$ cat src/dcf_pkg.sv
// What this block does
// Empty released one read cycle after write
// Latency counted only from the empty state
// Write needs both write enables active
// Almost-full low at depth minus m words
// Almost-full updated on the write clock
// Write at almost-full edge leaves Full-(m-1)
// Almost-empty updated on the read clock
// Read at almost-empty edge leaves Empty+(n-1)
// Load pin low at reset selects offsets
// Second read enable may be tied active
// Width expansion combines empty, full flags
// Pin high at reset: second enable, defaults
// Depth expansion steers one enable per port
// Offsets default to seven words
// Empty low when read equals write pointer
// Two independent channels, no interaction
package dcf_pkg;

  // ****************************************
  // Array shape
  // ****************************************
  localparam int NCH       = 2;
  localparam int DW        = 9;
  localparam int DEPTH_DEF = 256;
  localparam int DEPTH_MIN = 256;
  localparam int DEPTH_MAX = 8192;
  localparam int OFS_W     = 16;

  localparam logic [OFS_W-1:0] OFS_DEF = 16'h0007;

  // ****************************************
  // Offset register sequence
  // ****************************************
  localparam logic [1:0] SEQ_E_LO = 2'h0;
  localparam logic [1:0] SEQ_E_HI = 2'h1;
  localparam logic [1:0] SEQ_F_LO = 2'h2;
  localparam logic [1:0] SEQ_F_HI = 2'h3;

  // ****************************************
  // Controller registers (byte addresses)
  // ****************************************
  localparam int AVS_AW = 5;

  localparam logic [AVS_AW-1:0] REG_CTRL   = 5'h00;
  localparam logic [AVS_AW-1:0] REG_WDATA0 = 5'h04;
  localparam logic [AVS_AW-1:0] REG_WDATA1 = 5'h08;
  localparam logic [AVS_AW-1:0] REG_RDATA0 = 5'h0c;
  localparam logic [AVS_AW-1:0] REG_RDATA1 = 5'h10;
  localparam logic [AVS_AW-1:0] REG_FLAGS  = 5'h14;
  localparam logic [AVS_AW-1:0] REG_ISTAT  = 5'h18;
  localparam logic [AVS_AW-1:0] REG_IMASK  = 5'h1c;

  localparam logic [NCH-1:0] CTRL_RST = 2'h0;

  // Flag layout, four bits per channel at 4*ch
  localparam int FL_EMPTY = 0;
  localparam int FL_FULL  = 1;
  localparam int FL_AE    = 2;
  localparam int FL_AF    = 3;
  localparam int FL_W     = 4 * NCH;

  localparam logic [FL_W-1:0] IMASK_RST = 8'h00;

endpackage : dcf_pkg

$ cat src/dcf_if.sv
`timescale 1ns/1ps
interface dcf_if;
  import dcf_pkg::*;

  logic [NCH-1:0]         write_enable_primary_n;
  logic [NCH-1:0]         second_write_enable_or_offset_load_n;
  logic [NCH-1:0]         read_enable_primary_n;
  logic [NCH-1:0]         read_enable_secondary_n;
  logic [NCH-1:0][DW-1:0] wr_data;
  logic [NCH-1:0][DW-1:0] rd_data;
  logic [NCH-1:0]         empty_flag_n;
  logic [NCH-1:0]         full_flag_n;
  logic [NCH-1:0]         almost_empty_flag_n;
  logic [NCH-1:0]         almost_full_flag_n;

  modport dev (
    input  write_enable_primary_n,
    input  second_write_enable_or_offset_load_n,
    input  read_enable_primary_n,
    input  read_enable_secondary_n,
    input  wr_data,
    output rd_data,
    output empty_flag_n,
    output full_flag_n,
    output almost_empty_flag_n,
    output almost_full_flag_n
  );

  modport host (
    output write_enable_primary_n,
    output second_write_enable_or_offset_load_n,
    output read_enable_primary_n,
    output read_enable_secondary_n,
    output wr_data,
    input  rd_data,
    input  empty_flag_n,
    input  full_flag_n,
    input  almost_empty_flag_n,
    input  almost_full_flag_n
  );

endinterface : dcf_if

$ cat src/dcf_fifo_dev.sv
// Chosen here: the register offsets and register access over Avalon-MM.
`timescale 1ns/1ps
module dcf_fifo_dev
  import dcf_pkg::*;
#(
  parameter int DEPTH = DEPTH_DEF
)
(
  input wire logic mclk,
  input wire logic rstn,
  input wire logic ce,
  dcf_if.dev       pins
);

  localparam int AW = $clog2(DEPTH);
  localparam int CW = AW + 1;

  localparam logic [CW-1:0] FULL_CNT = CW'(DEPTH);

  if (DEPTH < DEPTH_MIN || DEPTH > DEPTH_MAX || (2 ** AW) != DEPTH) begin : g_bad_depth
    $error("dcf_fifo_dev: DEPTH must be a power of two from 256 to 8192");
  end

  // ****************************************
  // Helpers
  // ****************************************
  // Almost-full when occupancy reaches depth minus m
  function automatic logic af_hit(input logic [CW-1:0] cnt, input logic [OFS_W-1:0] m);
    logic [OFS_W:0] lim;
    lim = (OFS_W + 1)'(DEPTH) - {1'b0, m};
    af_hit = {{(OFS_W + 1 - CW){1'b0}}, cnt} >= lim;
  endfunction : af_hit

  // Almost-empty while occupancy is n words or fewer
  function automatic logic ae_hit(input logic [CW-1:0] cnt, input logic [OFS_W-1:0] n);
    ae_hit = {{(OFS_W + 1 - CW){1'b0}}, cnt} <= {1'b0, n};
  endfunction : ae_hit

  // Offset byte selected by the load sequence
  function automatic logic [7:0] ofs_byte(input logic [1:0] seq,
                                          input logic [OFS_W-1:0] e,
                                          input logic [OFS_W-1:0] f);
    ofs_byte = seq[1] ? (seq[0] ? f[15:8] : f[7:0]) : (seq[0] ? e[15:8] : e[7:0]);
  endfunction : ofs_byte

  // ****************************************
  // Channels
  // ****************************************
  for (genvar c = 0; c < NCH; c++) begin : g_ch
    logic [DW-1:0]    mem_ff [DEPTH];
    logic [AW-1:0]    wp_ff;
    logic [AW-1:0]    rp_ff;
    logic [CW-1:0]    cnt_ff;
    logic [CW-1:0]    nxt_cnt;
    logic [OFS_W-1:0] eofs_ff;
    logic [OFS_W-1:0] fofs_ff;
    logic [1:0]       wseq_ff;
    logic [1:0]       rseq_ff;
    logic             depth_mode_ff;
    logic             strap_done_ff;
    logic [DW-1:0]    q_ff;
    logic             empty_n_ff;
    logic             full_n_ff;
    logic             ae_n_ff;
    logic             af_n_ff;
    logic             write_enable_primary;
    logic             pin2_low;
    logic             ren_both;
    logic             ofs_sel;
    logic             wr_ok;
    logic             rd_ok;
    logic             ofs_wr;
    logic             ofs_rd;

    // ****************************************
    // Enable decode
    // ****************************************
    assign write_enable_primary     = !pins.write_enable_primary_n[c];
    assign pin2_low = !pins.second_write_enable_or_offset_load_n[c];
    // A tied-active second read enable leaves the first one in charge
    assign ren_both = !pins.read_enable_primary_n[c] && !pins.read_enable_secondary_n[c];
    assign ofs_sel  = strap_done_ff && !depth_mode_ff && pin2_low;

    assign wr_ok  = strap_done_ff && write_enable_primary && (depth_mode_ff ? pin2_low : !pin2_low)
                    && (cnt_ff != FULL_CNT);
    // An empty array refuses reads: pointers are equal
    assign rd_ok  = strap_done_ff && ren_both && !ofs_sel && (cnt_ff != '0);
    assign ofs_wr = ofs_sel && write_enable_primary;
    assign ofs_rd = ofs_sel && ren_both && !write_enable_primary;

    // A write and a read on one edge leave the count as it is
    always_comb begin
      nxt_cnt = cnt_ff;
      if (wr_ok && !rd_ok) begin
        nxt_cnt = cnt_ff + 1'b1;
      end else if (rd_ok && !wr_ok) begin
        nxt_cnt = cnt_ff - 1'b1;
      end
    end

    // ****************************************
    // Mode strap
    // ****************************************
    // Mode is taken from the load pin at the first edge after reset
    always_ff @(posedge mclk or negedge rstn) begin
      if (!rstn) begin
        depth_mode_ff <= 1'b0;
        strap_done_ff <= 1'b0;
      end else if (ce && !strap_done_ff) begin
        depth_mode_ff <= !pin2_low;
        strap_done_ff <= 1'b1;
      end
    end

    // ****************************************
    // Storage
    // ****************************************
    // The array has no reset: a word is only read after it was written
    always_ff @(posedge mclk) begin
      if (ce && wr_ok) begin
        mem_ff[wp_ff] <= pins.wr_data[c];
      end
    end

    // ****************************************
    // Pointers and count
    // ****************************************
    always_ff @(posedge mclk or negedge rstn) begin
      if (!rstn) begin
        wp_ff  <= '0;
        rp_ff  <= '0;
        cnt_ff <= '0;
      end else if (ce) begin
        if (wr_ok) begin
          wp_ff <= wp_ff + 1'b1;
        end
        if (rd_ok) begin
          rp_ff <= rp_ff + 1'b1;
        end
        cnt_ff <= nxt_cnt;
      end
    end

    // ****************************************
    // Offset registers
    // ****************************************
    // Offsets stay at their defaults unless loaded in single-device mode
    always_ff @(posedge mclk or negedge rstn) begin
      if (!rstn) begin
        eofs_ff <= OFS_DEF;
        fofs_ff <= OFS_DEF;
        wseq_ff <= SEQ_E_LO;
      end else if (ce) begin
        if (ofs_wr) begin
          unique case (wseq_ff)
            SEQ_E_LO: eofs_ff[7:0]  <= pins.wr_data[c][7:0];
            SEQ_E_HI: eofs_ff[15:8] <= pins.wr_data[c][7:0];
            SEQ_F_LO: fofs_ff[7:0]  <= pins.wr_data[c][7:0];
            SEQ_F_HI: fofs_ff[15:8] <= pins.wr_data[c][7:0];
          endcase
          wseq_ff <= wseq_ff + 1'b1;
        end
      end
    end

    // ****************************************
    // Output word
    // ****************************************
    always_ff @(posedge mclk or negedge rstn) begin
      if (!rstn) begin
        rseq_ff <= SEQ_E_LO;
        q_ff    <= '0;
      end else if (ce) begin
        if (rd_ok) begin
          q_ff <= mem_ff[rp_ff];
        end else if (ofs_rd) begin
          q_ff    <= {{(DW - 8){1'b0}}, ofs_byte(rseq_ff, eofs_ff, fofs_ff)};
          rseq_ff <= rseq_ff + 1'b1;
        end
      end
    end

    // ****************************************
    // Flags
    // ****************************************
    // Flags follow the count one edge late: a word written into an empty
    // array releases the empty flag one cycle after its write edge. Internal
    // gating uses the live count, so the lag cannot overrun the array.
    always_ff @(posedge mclk or negedge rstn) begin
      if (!rstn) begin
        empty_n_ff <= 1'b0;
        full_n_ff  <= 1'b1;
        ae_n_ff    <= 1'b0;
        af_n_ff    <= 1'b1;
      end else if (ce) begin
        empty_n_ff <= (cnt_ff != '0);
        full_n_ff  <= (cnt_ff != FULL_CNT);
        af_n_ff    <= !af_hit(cnt_ff, fofs_ff);
        ae_n_ff    <= !ae_hit(cnt_ff, eofs_ff);
      end
    end

    // ****************************************
    // Pin drive
    // ****************************************
    assign pins.rd_data[c]             = q_ff;
    assign pins.empty_flag_n[c]        = empty_n_ff;
    assign pins.full_flag_n[c]         = full_n_ff;
    assign pins.almost_empty_flag_n[c] = ae_n_ff;
    assign pins.almost_full_flag_n[c]  = af_n_ff;
  end

endmodule : dcf_fifo_dev

$ cat src/flat_wrapper.sv
// flat-port wrapper written by rule: the top's interface ports become plain ports
module dcf_fifo_dev_flat import dcf_pkg::*;
#(
  parameter int DEPTH = DEPTH_DEF
)
  (mclk, rstn, ce, pins_write_enable_primary_n, pins_second_write_enable_or_offset_load_n, pins_read_enable_primary_n, pins_read_enable_secondary_n, pins_wr_data, pins_rd_data, pins_empty_flag_n, pins_full_flag_n, pins_almost_empty_flag_n, pins_almost_full_flag_n);
  dcf_if pins_i ();
  input wire logic mclk;
  input wire logic rstn;
  input wire logic ce;
  input wire logic [$bits(pins_i.write_enable_primary_n)-1:0] pins_write_enable_primary_n;
  input wire logic [$bits(pins_i.second_write_enable_or_offset_load_n)-1:0] pins_second_write_enable_or_offset_load_n;
  input wire logic [$bits(pins_i.read_enable_primary_n)-1:0] pins_read_enable_primary_n;
  input wire logic [$bits(pins_i.read_enable_secondary_n)-1:0] pins_read_enable_secondary_n;
  input wire logic [$bits(pins_i.wr_data)-1:0] pins_wr_data;
  output wire logic [$bits(pins_i.rd_data)-1:0] pins_rd_data;
  output wire logic [$bits(pins_i.empty_flag_n)-1:0] pins_empty_flag_n;
  output wire logic [$bits(pins_i.full_flag_n)-1:0] pins_full_flag_n;
  output wire logic [$bits(pins_i.almost_empty_flag_n)-1:0] pins_almost_empty_flag_n;
  output wire logic [$bits(pins_i.almost_full_flag_n)-1:0] pins_almost_full_flag_n;
  assign pins_i.write_enable_primary_n = pins_write_enable_primary_n;
  assign pins_i.second_write_enable_or_offset_load_n = pins_second_write_enable_or_offset_load_n;
  assign pins_i.read_enable_primary_n = pins_read_enable_primary_n;
  assign pins_i.read_enable_secondary_n = pins_read_enable_secondary_n;
  assign pins_i.wr_data = pins_wr_data;
  assign pins_rd_data = pins_i.rd_data;
  assign pins_empty_flag_n = pins_i.empty_flag_n;
  assign pins_full_flag_n = pins_i.full_flag_n;
  assign pins_almost_empty_flag_n = pins_i.almost_empty_flag_n;
  assign pins_almost_full_flag_n = pins_i.almost_full_flag_n;
  dcf_fifo_dev #(.DEPTH(DEPTH)) u_core (.mclk(mclk), .rstn(rstn), .ce(ce), .pins(pins_i));
endmodule
$ cat config.mk
export PLATFORM = sky130hd
export DESIGN_NAME = dcf_fifo_dev_flat
export DESIGN_NICKNAME = d
export VERILOG_FILES = /design/src/dcf_pkg.sv /design/src/dcf_if.sv /design/src/dcf_fifo_dev.sv /design/src/flat_wrapper.sv
export SDC_FILE = /design/constraint.sdc
export NUM_CORES = 2
export LEC_CHECK = 0
export BUFFER_PORTS_ARGS = -buffer_cell sky130_fd_sc_hd__buf_2
export CORE_UTILIZATION = 63
export CTS_CLUSTER_DIAMETER = 50
export DETAILED_ROUTE_END_ITERATION = 8
export MAX_ROUTING_LAYER = met4
export PLACE_DENSITY = 0.79
export SLEW_MARGIN = 20
export SYNTH_ARGS = -nofsm -noshare
export SYNTH_HDL_FRONTEND = slang
export SYNTH_MEMORY_MAX_BITS = 65536
export SYNTH_SLANG_ARGS = --single-unit
export TNS_END_PERCENT = 30
$ cat constraint.sdc
create_clock -name mclk -period 4.07 [get_ports mclk]
set_clock_uncertainty 0.1 [all_clocks]
set_input_delay 0.407 -clock mclk [delete_from_list [all_inputs] [get_ports mclk]]
set_output_delay 0.407 -clock mclk [all_outputs]
set_load 0.02 [all_outputs]
Yosys cells after proc, flatten, opt, wreduce, memory -nomap -nowiden
Memory sizes are Yosys's and may differ from the RTL's.
Cells that the tools add are included.
{"block": "word_totals", "reg_bits": 152, "latchBits": 0, "mem_bits_rw": 4608, "rom_bits": 0, "in_bits": 29, "output_inout_bits": 26, "elab_cells": 164, "n_memories": 2}
{"name": "u_core.g_ch[0].mem_ff", "words": 256, "word_bits": 9, "read_ports": 1, "rd_ports_with_merged_regs": 0, "write_ports": 1, "line_no": "dcf_fifo_dev.sv:50", "source": "logic [DW-1:0] mem_ff [DEPTH];"}
{"name": "u_core.g_ch[1].mem_ff", "words": 256, "word_bits": 9, "read_ports": 1, "rd_ports_with_merged_regs": 0, "write_ports": 1, "line_no": "dcf_fifo_dev.sv:50"}
{"block": "op_classes", "n_addsub": 14, "n_mul": 0, "div_mod_pow": 0, "magnitude_cmp": 4, "eq_ne": 8, "shifts": 0, "muxes": 20, "n_bitwise": 2, "n_reduce_logical": 82}
{"cell": "9-bit two-way mux", "count": 8}
{"cell": "8-bit two-way mux", "count": 6}
{"cell": "9-bit by 17-bit greater-or-equal comparator with 1-bit output", "count": 2}
{"cell": "9-bit by 16-bit subtractor with 17-bit output, first input constant", "count": 2}
{"cell": "8-bit by 1-bit adder with 8-bit output, second input constant", "count": 4}
{"cell": "9-bit by 16-bit <= comparator with 1-bit output", "count": 2}
{"cell": "1-bit logical AND", "count": 32}
{"cell": "3-bit AND reduction", "count": 10}
{"cell": "1-bit logical NOT", "count": 22}
{"cell": "2-bit AND reduction", "count": 10}
{"cell": "9-bit by 1-bit adder with 9-bit output, second input constant", "count": 2}
{"cell": "9-bit inequality test, second input constant", "count": 2}
{"cell": "9-bit nonzero test", "count": 2}
{"cell": "9-bit by 1-bit subtractor with 9-bit output, second input constant", "count": 2}
{"cell": "2-bit by 1-bit adder with 2-bit output, second input constant", "count": 4}
{"cell": "2-bit == test, second input constant", "count": 4}
{"cell": "2-bit nonzero test", "count": 4}
{"cell": "1-bit two-way mux", "count": 6}
{"cell": "2-bit by 1-bit == test with 1-bit output, second input constant", "count": 2}
{"cell": "2-bit logical NOT", "count": 2}
{"cell": "1-bit NOT", "count": 2}

Longest topological paths before layout
{"block": "logic_depth", "ltp_word": 10, "ltp_mapped": 16}

Worst setup path before layout
No wires, ideal clock.
{"block": "synth_path", "kind": "reg2reg", "start": "register u_core.g_ch[1].cnt_ff[1]", "end": "register u_core.g_ch[1].cnt_ff[7]", "arrival_time_ns": 2.911, "required_time_ns": 3.833, "setup_slack_ns": 0.922, "path_stages_with_launch": 15, "n_path_buf": 0, "period_less_slack_ns": 3.148, "cell_sequence": "dfrtp_1 > nor4_1 > nand3b_1 > nand2_1 > ha_1 > inv_1 > ha_1 > a21o_1 > a21oi_1 > o21ai_0 > a21oi_1 > o21bai_1 > a21oi_1 > xor2_1 > o21ai_0"}
{"block": "synth_via", "elab_chain_len": 6, "word_cells_on_any_way": 14}
{"item": "start, declared", "line_no": "dcf_fifo_dev.sv:53", "source": "logic [CW-1:0] cnt_ff;"}
{"item": "start signal, assigned", "line_no": "dcf_fifo_dev.sv:140", "source": "cnt_ff <= nxt_cnt;"}
{"item": "branches (longest 6 deep; another with 9-bit by 1-bit subtractor with 9-bit output)"}
Several ways; the timed one is not identified. The select of a mux whose other input is x is not followed.
A chain may end at the register's enable or synchronous reset.

Worst setup path after layout
{"block": "layout_path", "start": "register u_core.g_ch[0].rp_ff[2]", "end": "register u_core.g_ch[0].q_ff[0]"}
{"block": "layout_via", "elab_chain_len": 2}
{"item": "start, declared", "line_no": "dcf_fifo_dev.sv:52", "source": "logic [AW-1:0] rp_ff;"}
{"item": "start signal, assigned", "line_no": "dcf_fifo_dev.sv:138", "source": "rp_ff <= rp_ff + 1'b1;"}
{"item": "memory 256 x 9 bit"}
{"item": "9-bit two-way mux", "line_no": "dcf_fifo_dev.sv:174", "source": "if (rd_ok) begin"}
{"item": "end signal, assigned", "line_no": "dcf_fifo_dev.sv:175", "source": "q_ff <= mem_ff[rp_ff];"}
{"item": "end signal, assigned", "line_no": "dcf_fifo_dev.sv:177", "source": "q_ff <= {{(DW - 8){1'b0}}, ofs_byte(rseq_ff, eofs_ff, fofs_ff)};"}
{"item": "end, declared", "line_no": "dcf_fifo_dev.sv:61", "source": "logic [DW-1:0] q_ff;"}
No other way between the ends.

==> results.md <==
- Switch Pwr: 41,100 uW
- Worst min path class: input pin to flip-flop
- Ys Warns: 0
- DRC viols: 14
- Detailed-route wire length: 507 mm
- DP Area: 0.195 mm^2
- Vias in the first global route: 101,000
- CP Max Fanout: 29
- Sequential share of power: 40.8%
- Hold Path End: u_core.g_ch[1].mem_ff[37][2]
- Pwr Density: 649 mW/mm^2
- Initial antenna violation count: 22
- Main synth FF type: edfxtp_1
- #FFs+latches synth: 4,760
- Vias post-DR: 100,000
- Finished Cell Area: 0.211 mm^2
- Clock share of power: 32.3%
- Largest net degree at the start of global routing: 145
- Worst hold start: pins_wr_data[11]
- Port buffer count: 54
- Starting Density: 63.4%
- Commonest cells after routing, fill and taps aside: 4,608 x edfxtp_1, 1,142 x mux4_2, 592 x nor2_1
- Ports: 55
- Setup Buffers After CTS: 0
- RSZ-0062 raised after global routing: false
- Distinct cells, synth: 71
- Max Cap Viol: 0
- Peak supply drop: 0.000464 V
- CP Launch Type: flip-flop
- CORE AREA: 0.294 mm^2
- Worst Path Arrival: 4850 ps
- First DRT Iteration DRCs: 16,400
- Placed Cells: 13,000
- Slew of the pin with the lowest slew margin: 1270 ps
- Setup crit end kind: flip-flop
- CTS buffer count: 464
- Status: finished, violations left
- Pins over their slew limit: 0
- # rows: 199
- Reg2reg start: u_core.g_ch[0].rp_ff[2]
- Fraction of registers with async set or reset after synthesis: 3.19%
- Number of synthesized flops with an enable pin: 4,608
- Clk Latency, worst-skew pair: 1020 ps
- WL/cell: 36.6 um
- Final setup fails: 1
- Hold path cells: 1
- Filler cell count: 15,400
- Combinational share of power: 27.0%
- TritonCTS clock tree: built
- Final hold vios: 4
- Total GRT Usage: 35.1%
- Fmax: 0.245 GHz
- Worst reg2reg setup slack: -5 ps
- TritonCTS Sinks: 4,760
- Worst slew margin: 15.0%
- HPWL after detailed placement: 287 mm
- FF-to-FF path depth: 9
- WHS: -16.3 ps
- GR Overflow Total: 0
- Leak: 0.0680 uW
- Die area: 0.298 mm^2
- CTS clk-pin slew, worst paths: 70 ps
- Period Utilization, post-route: 100%
- Max clock buf depth: 4
- Die X: 546 um
- Post-Syn Nets: 8,922
- Proportion of layout cells with a drive suffix above 1: 27.5%
- Avg Vias per Cell: 7.21
- Fin cells: 13,900
- P&R area growth vs syn: 13.4%
- Nets@finish: 9,635
- Die height: 546 um
- Most common cell after layout, fill and taps aside: edfxtp_1
- Cells after Synth: 8,819
- Dpl ws: -185 ps
- Worst path required time: 4850 ps
- Failing checks: design-rule violations, negative hold slack, negative setup slack
- Detailed-router iteration count before antenna repair: 9
- Worst r2r dst: u_core.g_ch[0].q_ff[0]
- Root buffer selected by CTS: clkbuf_16
- Critical path class: flip-flop to flip-flop
- Antenna Nets Post-Route: 0
- Final WS setup: -5.43 ps
- Mapped cell area: 0.186 mm^2
- Sequential share of the synthesized area: 76.3%
- Routability congestion estimate: 0.947
- Tmin final: 4080 ps
- Internal power: 96,100 uW
- First-pass GRT wire length: 723 mm
- H-tree depth: 5
- Switching Fraction: 30.0%
- Avg Cell Area, Syn: 21.1 um^2
sequential cells by signal (all words and copies together), names as in the netlist, 4 cells and up:
name	count
u_core.g_ch.rp_ff	16
u_core.g_ch.q_ff	18
u_core.g_ch.eofs_ff	32
u_core.g_ch.wp_ff	16
u_core.g_ch.rseq_ff	4
u_core.g_ch.mem_ff	4608
u_core.g_ch.fofs_ff	32
u_core.g_ch.wseq_ff	4
u_core.g_ch.cnt_ff	18
synth_stat cells (11+ instances only):
| cell type | n | area, um^2 |
|---|---|---|
| dfstp_2 | 16 | 420 |
| xnor2_1 | 44 | 385 |
| mux2i_1 | 436 | 4360 |
| nand2_1 | 207 | 777 |
| a2111oi_0 | 16 | 140 |
| nand3_1 | 59 | 295 |
| nor3_1 | 56 | 280 |
| inv_1 | 55 | 206 |
| buf_6 | 43 | 484 |
| clkbuf_1 | 217 | 815 |
| buf_1 | 49 | 184 |
| buf_4 | 72 | 541 |
| ha_1 | 72 | 901 |
| edfxtp_1 | 4608 | 138000 |
| nand2b_1 | 14 | 87.6 |
| mux4_2 | 1142 | 25700 |
| o21ai_0 | 120 | 601 |
| nand4_1 | 12 | 75.1 |
| o21a_1 | 12 | 90.1 |
| a211oi_1 | 47 | 353 |
| a22oi_1 | 50 | 375 |
| mux2_2 | 89 | 1000 |
| dfrtp_1 | 136 | 3400 |
| nor4_1 | 23 | 144 |
| a21oi_1 | 94 | 470 |
| a221oi_1 | 27 | 236 |
| o221ai_1 | 42 | 368 |
| buf_2 | 122 | 611 |
| nor2_1 | 601 | 2260 |
| and3_1 | 11 | 68.8 |
| o22ai_1 | 129 | 807 |
| xor2_1 | 22 | 193 |
| nor2b_1 | 37 | 231 |
power groups by stage:
stage | clock network [uW] | logic (uW) | registers [uW]
finish | 44300 | 37000 | 56000
global route | 46000 | 38200 | 56000
CTS | 44300 | 36300 | 55800
detailed placement | 0 | 35300 | 56900
global placement | 0 | 34700 | 56800
floorplan | 0 | 23800 | 56000
worst max-delay path: stages (launching register included):
cell       delay, ps
dfrtp_4         1010
buf_4            500
nand2_1          350
a211oi_1         370
a211oi_1         110
o21ai_0          180
a21oi_1          310
or4_1            690
nand3_1          160
o2111ai_1        120
how the worst max path moves through the flow:
stage,endpoint,depth (start not counted),startpoint,slack [ps]
global placement,u_core.g_ch[0].q_ff[8],8,u_core.g_ch[0].rp_ff[1],-70
global route,u_core.g_ch[0].mem_ff[96][8],9,u_core.g_ch[0].cnt_ff[1],10
CTS,u_core.g_ch[1].q_ff[5],11,u_core.g_ch[1].rp_ff[0],70
finish,u_core.g_ch[0].q_ff[0],9,u_core.g_ch[0].rp_ff[2],-5
detailed placement,u_core.g_ch[0].q_ff[8],8,u_core.g_ch[0].rp_ff[1],-190
floorplan,u_core.g_ch[1].cnt_ff[7],14,u_core.g_ch[1].cnt_ff[1],920
repair_timing:
action | CTS | global route
endpoints found under the setup margin | 3 | 33
gates resized for setup | 3 | 15
pin swaps | 0 | 0
hold buffers | 19 | 1
endpoints found under the hold margin | 299 | 30
layer usage:
metal  part of all wire, %  global-route usage [%]  vias to the layer above
met1                    34                    45.8                    51300
li1                      -                       -                    38000
met5                     0                       -                        -
met2                    47                    52.6                     9166
met3                    15                    10.6                     1567
met4                   4.7                    13.6                        0
area by class of cell:
class | instances | area, um^2 | share of cell area [%]
Antenna cell | 29 | 72.6 | 0.0343
Clock buffer | 553 | 12200 | 5.77
Clock inverter | 308 | 3380 | 1.60
Inverter | 58 | 218 | 0.103
Multi-Input combinational cell | 3496 | 41500 | 19.6
Sequential cell | 4760 | 142000 | 67.3
Tap cell | 3919 | 4900 | 2.32
Timing Repair Buffer | 752 | 6870 | 3.25
metrics by stage:
stage / TNS (ps) / util [%] / hold slack (ps) / total power, uW
global placement: -73.5 / 66.4 / 317 / 91500
floorplan: 0 / - / 11.4 / 79800
finish: -5.43 / 71.9 / -16.3 / 137000
CTS: 0 / 71.8 / 13.7 / 136000
global route: 0 / 71.9 / 41.6 / 140000
detailed placement: -185 / 66.4 / 323 / 92100
logic make-up after synthesis:
| family | count (synthesis) | share of synthesized area (%) |
|---|---|---|
| mux | 1669 | 16.7 |
| fa+ha+maj | 74 | 0.505 |
| simple gates | 1062 | 2.42 |
| xor+xnor | 66 | 0.310 |
| buf+inv | 563 | 1.55 |
| compound gates | 625 | 2.23 |
| flops | 4760 | 76.3 |
(Power assumes the default switching activity.)
